File: config.mk
export PLATFORM = sky130hd
export DESIGN_NAME = qdd_top
export DESIGN_NICKNAME = d
export VERILOG_FILES = /design/src/hdl/qdd_pkg.sv /design/src/hdl/qdd_word_decode.sv /design/src/hdl/qdd_channel.sv /design/src/hdl/qdd_top.sv
export VERILOG_INCLUDE_DIRS = /design/src /design/src/hdl
export SDC_FILE = /design/constraint.sdc
export NUM_CORES = 1
export LEC_CHECK = 0
export ABC_AREA = 1
export BUFFER_PORTS_ARGS = -buffer_cell sky130_fd_sc_hd__clkbuf_2
export CAP_MARGIN = 25
export CORE_AREA = 2 2 127 129
export CTS_CLUSTER_DIAMETER = 60
export DETAILED_ROUTE_END_ITERATION = 6
export DIE_AREA = 0 0 129 131
export GPL_TIMING_DRIVEN = 1
export PLACE_DENSITY_LB_ADDON = 0.25
export SETUP_SLACK_MARGIN = 0.2
export SLEW_MARGIN = 10
export SYNTH_ARGS = -nofsm -noshare
export SYNTH_HDL_FRONTEND = slang
export SYNTH_SLANG_ARGS = --single-unit
File: constraint.sdc
create_clock -name clk_i -period 1.4 [get_ports clk_i]
set_clock_uncertainty 0.05 [all_clocks]
set_input_delay 0.14 -clock clk_i [delete_from_list [all_inputs] [get_ports clk_i]]
set_output_delay 0.14 -clock clk_i [all_outputs]
set_load 0.01 [all_outputs]
File: src/hdl/qdd_defines.svh
// Purpose: Offsets, field positions, reset values and widths of the output word decoder.
// Assumes: Byte addresses on a 32-bit classic Wishbone bus.
// Notes: Definitions only.
`ifndef QDD_DEFINES_SVH
`define QDD_DEFINES_SVH

`define QDD_ADR_WORD     8'h00
`define QDD_ADR_FORMAT   8'h04
`define QDD_ADR_CODE12   8'h08
`define QDD_ADR_CODE34   8'h0C
`define QDD_ADR_STATUS   8'h10
`define QDD_ADR_COUNT    8'h14

`define QDD_WORD_W       16
`define QDD_DATA_W       12
`define QDD_NCH          4
`define QDD_SEL_LO       12
`define QDD_SEL_HI       13
`define QDD_EN_BIT       14
`define QDD_SIGN_BIT     15
`define QDD_MAG_TOP      11

`define QDD_WORD_RST     16'h0000
`define QDD_FORMAT_RST   4'h0
`define QDD_CODE_ZERO    12'h000
`define QDD_CODE_MID     12'h800
`define QDD_COUNT_RST    16'h0000

`endif

File: src/hdl/qdd_pkg.sv
// Purpose: Types shared by the output word decoder files.
// Assumes: Nothing beyond SystemVerilog packages.
// Notes: Constants live in qdd_defines.svh.
package qdd_pkg;

    typedef enum logic
    {
        QDD_FMT_UNSIGNED = 1'b0,
        QDD_FMT_SIGNED   = 1'b1
    } qdd_fmt_t;

    typedef enum logic [1:0]
    {
        QDD_CH1 = 2'b00,
        QDD_CH2 = 2'b01,
        QDD_CH3 = 2'b10,
        QDD_CH4 = 2'b11
    } qdd_chan_t;

endpackage

File: src/hdl/qdd_word_decode.sv
// Purpose: Splits one 16-bit output word into selector, sample, sign and enable.
// Assumes: Purely combinational; the caller registers the results.
// Notes: The selector has no idle code, so exactly one strobe bit is always set.
`timescale 1ns/1ps
`default_nettype none
`include "qdd_defines.svh"

module qdd_word_decode
(
    input  wire logic [15:0] word_i,
    output logic      [3:0]  chan_hot_o,
    output qdd_pkg::qdd_chan_t chan_o,
    output logic      [11:0] data_o,
    output logic             sign_o,
    output logic             enable_o
);

    assign chan_o     = qdd_pkg::qdd_chan_t'(word_i[`QDD_SEL_HI:`QDD_SEL_LO]);
    assign chan_hot_o = 4'h1 << word_i[`QDD_SEL_HI:`QDD_SEL_LO];
    assign data_o     = word_i[`QDD_MAG_TOP:0];
    assign sign_o     = word_i[`QDD_SIGN_BIT];
    assign enable_o   = word_i[`QDD_EN_BIT];

endmodule
`default_nettype wire

File: src/hdl/qdd_channel.sv
// Purpose: One output channel: holding register and format conversion to a converter code.
// Assumes: Converter code 0 is the bottom and 4095 the top of the channel's range.
// Notes: The code follows the stored sample and format one clock later.
`timescale 1ns/1ps
`default_nettype none
`include "qdd_defines.svh"

module qdd_channel
(
    input  wire logic        clk_i,
    input  wire logic        rst_i,
    input  wire logic        load_i,
    input  wire logic        clear_i,
    input  wire logic [11:0] data_i,
    input  wire logic        sign_i,
    input  wire logic        signed_fmt_i,
    output logic      [11:0] sample_o,
    output logic             sample_sign_o,
    output logic      [11:0] code_o
);

    // Bit 11 set in signed format is not saturated: the low eleven bits count up from
    // the bottom again, so software that overshoots 2047 sees a jump to the range bottom.
    function automatic logic [11:0] conv(input logic [11:0] d, input logic s,
                                         input logic sf);
        logic [11:0] mag;
        mag = {1'b0, d[10:0]};
        if (!sf)
            conv = d;
        else if (d[`QDD_MAG_TOP])
            conv = mag;
        else if (s)
            conv = `QDD_CODE_MID - mag;
        else
            conv = `QDD_CODE_MID + mag;
    endfunction

    wire logic [11:0] next_code;
    assign next_code = conv(sample_o, sample_sign_o, signed_fmt_i);

    always_ff @(posedge clk_i)
    begin
        if (rst_i || clear_i)
        begin
            sample_o      <= `QDD_CODE_ZERO;
            sample_sign_o <= 1'b0;
        end
        else if (load_i)
        begin
            sample_o      <= data_i;
            sample_sign_o <= sign_i;
        end
    end

    always_ff @(posedge clk_i)
    begin
        if (rst_i)
            code_o <= `QDD_CODE_ZERO;
        else
            code_o <= next_code;
    end
endmodule
`default_nettype wire

File: src/hdl/qdd_top.sv
// Purpose: Four-channel analog output word decoder behind a classic Wishbone slave.
// Assumes: Software writes the 16-bit output word once per scan; format bits are static-ish.
// Notes: Each register access is acked one cycle after the request; writes land with ack.
//
// Functional notes
// Word bits 13:12 pick channel 1 to 4 in binary order.
// Each scan update loads the word's sample into the selected channel.
// No idle selector code; every update writes exactly one channel.
// Word bits 11:0 form the unsigned sample magnitude.
// In signed format word bit 15 is the sample sign.
// Controller keeps data bit 11 clear for signed-format channels.
// Signed magnitudes above 2047 wrap to the range bottom, no saturation.
// Controller never commands signed values beyond plus or minus 2047.
// Word bit 14 enables all four channel outputs.
// Enable clear forces zero output and clears all stored samples.
// After enable rises a channel stays zero until written non-zero.
// Unsigned code 0 is range bottom, 4095 is full scale, linear.
// Host interface is one 16-bit contiguous output word.
// Controller may write channels in any order, several per scan.
// Each channel has its own format, signed or unsigned.
// Unsigned-format channels ignore the sign bit.
// A channel holds its sample until reselected or enable clears.
`timescale 1ns/1ps
`default_nettype none
`include "qdd_defines.svh"

module qdd_top
(
    input  wire logic        clk_i,
    input  wire logic        rst_i,
    input  wire logic        wb_cyc_i,
    input  wire logic        wb_stb_i,
    input  wire logic        wb_we_i,
    input  wire logic [7:0]  wb_adr_i,
    input  wire logic [3:0]  wb_sel_i,
    input  wire logic [31:0] wb_dat_i,
    output logic      [31:0] wb_dat_o,
    output logic             wb_ack_o,
    output logic      [11:0] ch1_code_o,
    output logic      [11:0] ch2_code_o,
    output logic      [11:0] ch3_code_o,
    output logic      [11:0] ch4_code_o,
    output logic             out_enable_o
);

    ////////////////////////////////////////////////////////////////////////////////////////
    // Bus decode.

    logic [15:0] word;
    logic [3:0]  format;
    logic [15:0] scan_count;
    logic [3:0]  written;
    qdd_pkg::qdd_chan_t last_chan;

    wire logic        req;
    wire logic        wr_ack;
    wire logic        hit_word;
    wire logic        hit_format;
    wire logic        hit_code12;
    wire logic        hit_code34;
    wire logic        hit_status;
    wire logic        hit_count;
    wire logic [15:0] next_word;
    wire logic        upd;

    assign req        = wb_cyc_i && wb_stb_i;
    assign wr_ack     = req && wb_we_i && wb_ack_o;
    assign hit_word   = wb_adr_i == `QDD_ADR_WORD;
    assign hit_format = wb_adr_i == `QDD_ADR_FORMAT;
    assign hit_code12 = wb_adr_i == `QDD_ADR_CODE12;
    assign hit_code34 = wb_adr_i == `QDD_ADR_CODE34;
    assign hit_status = wb_adr_i == `QDD_ADR_STATUS;
    assign hit_count  = wb_adr_i == `QDD_ADR_COUNT;

    // The word is sixteen output points; unselected byte lanes keep their old value.
    assign next_word  = {wb_sel_i[1] ? wb_dat_i[15:8] : word[15:8],
                         wb_sel_i[0] ? wb_dat_i[7:0]  : word[7:0]};

    // Any write that touches the word counts as one scan update.
    assign upd        = wr_ack && hit_word && (wb_sel_i[1:0] != 2'b00);

    ////////////////////////////////////////////////////////////////////////////////////////
    // Word decode of the incoming update.

    wire logic [3:0]  chan_hot;
    wire logic [11:0] dec_data;
    wire logic        dec_sign;
    wire logic        dec_enable;
    qdd_pkg::qdd_chan_t dec_chan;

    qdd_word_decode u_dec
    (
        .word_i     (next_word),
        .chan_hot_o (chan_hot),
        .chan_o     (dec_chan),
        .data_o     (dec_data),
        .sign_o     (dec_sign),
        .enable_o   (dec_enable)
    );

    ////////////////////////////////////////////////////////////////////////////////////////
    // Register file.

    always_ff @(posedge clk_i)
    begin
        if (rst_i)
            wb_ack_o <= 1'b0;
        else
            wb_ack_o <= req && !wb_ack_o;
    end

    always_ff @(posedge clk_i)
    begin
        if (rst_i)
            word <= `QDD_WORD_RST;
        else if (upd)
            word <= next_word;
    end

    always_ff @(posedge clk_i)
    begin
        if (rst_i)
            format <= `QDD_FORMAT_RST;
        else if (wr_ack && hit_format && wb_sel_i[0])
            format <= wb_dat_i[3:0];
    end

    always_ff @(posedge clk_i)
    begin
        if (rst_i)
            out_enable_o <= 1'b0;
        else if (upd)
            out_enable_o <= dec_enable;
    end

    always_ff @(posedge clk_i)
    begin
        if (rst_i)
            last_chan <= qdd_pkg::QDD_CH1;
        else if (upd)
            last_chan <= dec_chan;
    end

    always_ff @(posedge clk_i)
    begin
        if (rst_i)
            scan_count <= `QDD_COUNT_RST;
        else if (upd)
            scan_count <= scan_count + 16'h0001;
    end

    // Tracks which channels have been loaded with a non-zero sample since enable rose.
    always_ff @(posedge clk_i)
    begin
        if (rst_i || (upd && !dec_enable))
            written <= 4'h0;
        else if (upd && dec_data != `QDD_CODE_ZERO)
            written <= written | chan_hot;
    end

    ////////////////////////////////////////////////////////////////////////////////////////
    // Channels.

    wire logic [11:0] sample [0:3];
    wire logic [3:0]  sample_sign;
    wire logic [11:0] code   [0:3];
    wire logic        clear_all;

    // Disable is handled both on the updating write and while it stays off, so a
    // stray load can never slip past a disabled module.
    assign clear_all = (upd && !dec_enable) || (!out_enable_o && !upd);

    genvar k;
    generate
        for (k = 0; k < `QDD_NCH; k = k + 1)
        begin : g_ch
            qdd_channel u_ch
            (
                .clk_i         (clk_i),
                .rst_i         (rst_i),
                .load_i        (upd && dec_enable && chan_hot[k]),
                .clear_i       (clear_all),
                .data_i        (dec_data),
                .sign_i        (dec_sign),
                .signed_fmt_i  (format[k]),
                .sample_o      (sample[k]),
                .sample_sign_o (sample_sign[k]),
                .code_o        (code[k])
            );
        end
    endgenerate

    assign ch1_code_o = code[0];
    assign ch2_code_o = code[1];
    assign ch3_code_o = code[2];
    assign ch4_code_o = code[3];

    ////////////////////////////////////////////////////////////////////////////////////////
    // Read data.

    wire logic [31:0] rd_mux;

    assign rd_mux = hit_word   ? {16'h0000, word} :
                    hit_format ? {28'h000_0000, format} :
                    hit_code12 ? {4'h0, code[1], 4'h0, code[0]} :
                    hit_code34 ? {4'h0, code[3], 4'h0, code[2]} :
                    hit_status ? {16'h0000, sample_sign, written, 2'b00, last_chan,
                                  3'b000, out_enable_o} :
                    hit_count  ? {16'h0000, scan_count} :
                                 32'h0000_0000;

    always_ff @(posedge clk_i)
    begin
        if (rst_i)
            wb_dat_o <= 32'h0000_0000;
        else if (req && !wb_ack_o && !wb_we_i)
            wb_dat_o <= rd_mux;
    end
endmodule
`default_nettype wire

==> impl_metrics.toml, run 1 <==
[clocking]
clkTransAtPathRegs_ns = 0.07
h-tree-depth = 4
cts_max_path_buffers = 2
cts_tree = "built"
cts_made_buffers = 17
clock_sinks = 169
clk_latency_ns = 0.45
cts_root_buf = "clkbuf_16"

[grt]
track_usage_pct = 32.3
grt-ovfl-total = 0
grt_pass1_vias = 8152
antenna_found_initial = 0
grt_first_pass_wirelength_mm = 42.0
grt_start_max_net_pins = 55

[synth]
syn_inst = 1121
synth_edf_count = 0
synth_flop_cell = "dfxtp_1"
synth_cell_types = 41
ys_seq_area_share_pct = 43.3
yosysWarnings = 0
synth.avg_cell_area_um2 = 6.97
synth_area_mm2 = 0.00781
synthArstFlopShare_pct = 0
synth-seq-cells = 169

[route]
route.detailed.drc = 0
drt-total-wl_mm = 31.7
wl_met3_mm = 3.71
wire_per_inst_um = 19.5
ant_nets = 0
vias_per_cell = 5.83
drtIter0Drc = 1011
met1_length_mm = 11.6
highest_layer = "met4"
route.met2.wl_mm = 14.8
drt_pass1_iterations = 6
vias = 9481

[cells_and_area]
antenna_cells = 0
fin_cells = 1625
final_cell_mix = "nor2_1, nand2_1, dfxtp_1"
post-route-cell-area_mm2 = 0.0121
final_common_cell = "nor2_1"
fin_nets = 1450
area_growth_pct = 55.0
drive_above_1_share_pct = 43.9

[placement]
dp_hpwl_mm = 17.2
numPortBuffers = 108
post_dp_cell_area_mm2 = 0.00931
dp_cells = 1501
globalplace.congestion = 0.930
pre_cts_ws_ns = -0.517

[setup_path]
critPathArrivalTime_ns = 2.09
cp-start-kind = "register"
path_max_fanout = 13
cp.required_ns = 1.73
critPathKind = "register to register"
end_kind = "register"
rrSetupSlack_ns = -0.36

[sta]
fin_crit_ns = 1.76
final.setup.tns_ns = -26.08
finalSetupViolCount = 137
hold_ws_ns = 0.0979
rsz0062_at_grt = "yes"
clock.fmax_mhz = 567
finalHoldViolations = 0
tightest_slew_ns = 0.813
drv_slew = 0
slew_headroom_pct = 45.8
setup_slack_ns = -0.364
fin_crit_sh_pct = 126

[floorplanning]
fp.dieW_um = 129
io_pins = 131
rows = 46
dieArea_mm2 = 0.0169
die-height_um = 131
start_util_pct = 50.1
core-area_mm2 = 0.0156

[min_path]
worstHoldPathType = "input port to register"

[power_and_ir_drop]
power_leakage_uw = 0.00513
ir_drop_mv = 0.853
p_per_area_mw_per_mm2 = 860

[run]
drv_cap = 0

[run_status]
outcome = "complete, but fails checks"
violations = "setup timing"
## area by class of cell
cell class / instances / area [um^2]
multi-input cells: 780 / 4860
fillers: 961 / 3490
flip-flops and latches: 169 / 3430
repair buffers: 297 / 2380
inverters: 131 / 557
clock buffers: 21 / 470
well taps: 216 / 270
clock inverters: 11 / 143
## per-stage QoR
| step | util [%] | power [uW] |
|---|---|---|
| 2_1_floorplan | - | 5180 |
| 3_3_place_gp | 59.7 | 5400 |
| 3_5_place_dp | 59.7 | 5400 |
| 4_1_cts | 71.8 | 10300 |
| 5_1_grt | 77.6 | 10600 |
| 6_report | 77.6 | 10400 |
## synthesized netlist by cell type (5+ instances only)
library cell	n	area [um^2]
nor2_1	184	691
nand2_1	181	679
dfxtp_1	169	3380
inv_1	119	447
a21oi_1	103	515
o21ai_0	89	445
nand3_1	55	275
o21ai_1	46	230
nor3_1	41	205
clkbuf_1	22	82.6
buf_2	13	65.1
a211oi_1	8	60.1
inv_2	8	30.0
o22ai_1	8	50.1
xor2_1	7	61.3
nand4_1	6	37.5
o21bai_1	6	45.0
buf_4	5	37.5
buf_6	5	56.3
ha_1	5	62.6
o21a_1	5	37.5
## registers in the layout, indices dropped and copies added (netlist names)
name,count
wb_ack_o,1
g_ch.u_ch.sample_o,48
scan_count,16
g_ch.u_ch.sample_sign_o,4
word,16
written,4
format,4
g_ch.u_ch.code_o,48
wb_dat_o,28
## kinds of logic (layout without fill, tap and decap cells)
kind of cell	count (synthesis)	after routing	share of synthesized area, %
flip-flops	169	169	43.3
XOR/XNOR	7	7	0.785
buffers and inverters	179	460	9.75
multiplexers	1	1	0.144
AND/OR/NAND/NOR	484	488	26.4
adder cells (fa/ha/maj)	5	5	0.801
other	1	4	0.0480
AO/OA/AOI/OAI	275	275	18.8
## routing by layer
layer | vias up | GRT usage [%]
li1 | 4226 | -
met3 | 139 | 6.76
met4 | 0 | 12.7
met5 | - | 0
met2 | 715 | 52.3
met1 | 4401 | 42.5
## where the power goes
part	total (uW)	internal [uW]	switching, uW
Combinational	629	218	411
Clock	4960	2940	2010
Sequential	4820	4820	9.16
## critical path, cell delays in order (launching register included)
cell	delay (ns)
dfxtp_4	0.34
nand4_1	0.22
nor2_4	0.22
nand2_8	0.10
clkinv_8	0.08
buf_8	0.11
nand3_4	0.11
inv_2	0.23
nor2_1	0.10
nor2_1	0.14
## worst paths after layout
check	startpoint	endpoint	cells after the start
setup / recovery	wb_ack_o$_SDFF_PP0_	g_ch[3].u_ch.sample_o[11]$_SDFFE_PP0P_	9
hold / removal	wb_dat_i[10]	word[10]$_SDFFE_PP0P_	6
setup reg to reg	wb_ack_o$_SDFF_PP0_	g_ch[3].u_ch.sample_o[11]$_SDFFE_PP0P_	9
hold reg to reg	written[0]$_SDFFE_PP0P_	written[0]$_SDFFE_PP0P_	2
## repair_timing
action                                  CTS  global route
pin swaps                                57            43
cloned                                    6             2
setup buffers                            42            37
hold endpoints to repair                  5             0
gates resized for setup                 260           173
endpoints found under the setup margin  164           168
hold buffers                              5             0
No activity file was read; power rests on OpenSTA's default activity.
==> inputs of run 2 (changes only) <==
Settings changed: CORE_AREA 2 2 127 129 to 2 2 117 119, DIE_AREA 0 0 129 131 to 0 0 119 121, RECOVER_POWER from default to 50.
Clock period 1.4 ns to 2.1 ns, I/O delays scaled along.
==> impl_metrics.toml, run 2 (synthesis gave the netlist of run 1 again) <==
[sta]
slew_headroom_pct = 11.1
final.setup.tns_ns = 0
tightest_slew_ns = 1.33
finalSetupViolCount = 0
rsz0062_at_grt = "yes"
finalHoldViolations = 1
drv_slew = 0
hold_ws_ns = -0.00281
fin_crit_sh_pct = 88.1
fin_crit_ns = 1.85
clock.fmax_mhz = 540

[power_and_ir_drop]
p_seq_share_pct = 48.1
power_leakage_uw = 0.00360
power.share.clock_pct = 47.6
power_uw = 6700
combPwrFrac_pct = 4.2
p_int_uw = 5240
power_switching_uw = 1450
swShare_pct = 21.7
p_per_area_mw_per_mm2 = 733
ir_drop_mv = 0.442

[route]
drt-total-wl_mm = 22.7
ant_nets = 0
wire_per_inst_um = 15.9
drtIter0Drc = 863
vias = 7852
drt_pass1_iterations = 6
vias_per_cell = 5.51
route.detailed.drc = 0

[run]
drv_cap = 0

[cells_and_area]
fillers = 1157
final_util_pct = 69.9
drive_above_1_share_pct = 9.12
antenna_cells = 0
final_cell_mix = "nor2_1, nand2_1, dfxtp_1"
seq_area_mm2 = 0.00338
area_growth_pct = 17.0
reg_top3 = "g_ch.u_ch.code_o x48, g_ch.u_ch.sample_o x48, wb_dat_o x28"
fin_nets = 1292
final_common_cell = "nor2_1"
multi_input_area_mm2 = 0.00370

[grt]
grt_use_met1_pct = 43.0
grtUsageMet3_pct = 6.25
grt_start_max_net_pins = 55
antenna_found_initial = 0
grt_pass1_vias = 6784
track_usage_pct = 30.9
grt_use_met2_pct = 47.4
grt-ovfl-total = 0
busiest_layer = "met2"
grt_first_pass_wirelength_mm = 34.7

[floorplanning]
die-height_um = 121
fp.dieW_um = 119
start_util_pct = 59.7
rows = 42
dieArea_mm2 = 0.0144
core-area_mm2 = 0.0131
io_pins = 131

[run_status]
violations = "hold timing"
outcome = "complete, but fails checks"

[placement]
numPortBuffers = 108
dp_hpwl_mm = 15.8
globalplace.congestion = 0.902

[clocking]
cts_max_path_buffers = 2
clkTransAtPathRegs_ns = 0.06
clock_sinks = 169
cts_root_buf = "clkbuf_16"
cts_made_buffers = 17
h-tree-depth = 4
clk_latency_ns = 0.43
cts_tree = "built"

[setup_path]
cp-start-kind = "register"
cp.required_ns = 2.41
end_kind = "register"
critPathKind = "register to register"
path_max_fanout = 26
critPathArrivalTime_ns = 2.16

[min_path]
worstHoldPathType = "input port to register"
## run 2: cell types whose count changed in the layout (fill, tap and decap cells not counted), sizes merged
| cell | delta |
|---|---|
| buf | -157 |
| clkbuf | +8 |
| dlygate4sd3 | -4 |
| nor2 | -3 |
| clkinvlp | -2 |
| inv | -1 |
## run 2: final timing paths
check | cells past startpoint | end | startpoint | slack (ns)
max | 9 | g_ch[3].u_ch.sample_o[1]$_SDFFE_PP0P_ | wb_ack_o$_SDFF_PP0_ | 0.25
max reg2reg | 9 | g_ch[3].u_ch.sample_o[1]$_SDFFE_PP0P_ | wb_ack_o$_SDFF_PP0_ | 0.25
min reg2reg | 2 | written[2]$_SDFFE_PP0P_ | written[2]$_SDFFE_PP0P_ | 0.41
min | 3 | wb_ack_o$_SDFF_PP0_ | wb_cyc_i | -0.003
## run 2: power by group through the flow
stage	clock [uW]	sequential [uW]	combinational, uW
2_1_floorplan	0	3300	154
5_1_grt	3340	3220	303
3_5_place_dp	0	3290	270
6_report	3190	3220	284
4_1_cts	3200	3220	273
3_3_place_gp	0	3290	267
## run 2: what timing repair did
action | in CTS | in global routing
endpoints found under the hold margin | 1 | 0
setup endpoints to repair | 0 | 54
hold buffers | 1 | 0
gates resized for setup | 0 | 7
setup buffers | 0 | 6
## run 2: critical path, stage by stage (launching register included)
cell       delay, ns
dfxtp_1         0.37
nand4_1         0.25
nor2_4          0.23
nand2_8         0.09
clkinv_8        0.12
nor2_2          0.10
nor2_8          0.21
clkbuf_16       0.21
o21ai_1         0.06
nor2_1          0.09
## run 2: final cells by class
type | count | share of cell area, %
multi-input combinational | 777 | 40.5
sequential | 169 | 37.0
timing repair buffer | 142 | 7.90
inverter | 131 | 5.63
clock buffer | 23 | 5.23
tap | 176 | 2.41
clock inverter | 8 | 1.30
## run 2: per-layer routing
metal / routed length [um] / part of all wire, %
met5: 0 / 0
met2: 9960 / 44
met3: 2270 / 10
met1: 9790 / 43
met4: 672 / 3.0
## run 2: per-stage QoR
stage               cells  cell area, um^2  setup slack [ns]
floorplan            1124             7820             0.471
global placement     1386             8540             0.259
finish               1426             9140             0.250
global route         1426             9140             0.118
detailed placement   1386             8540             0.224
CTS                  1418             9150             0.214
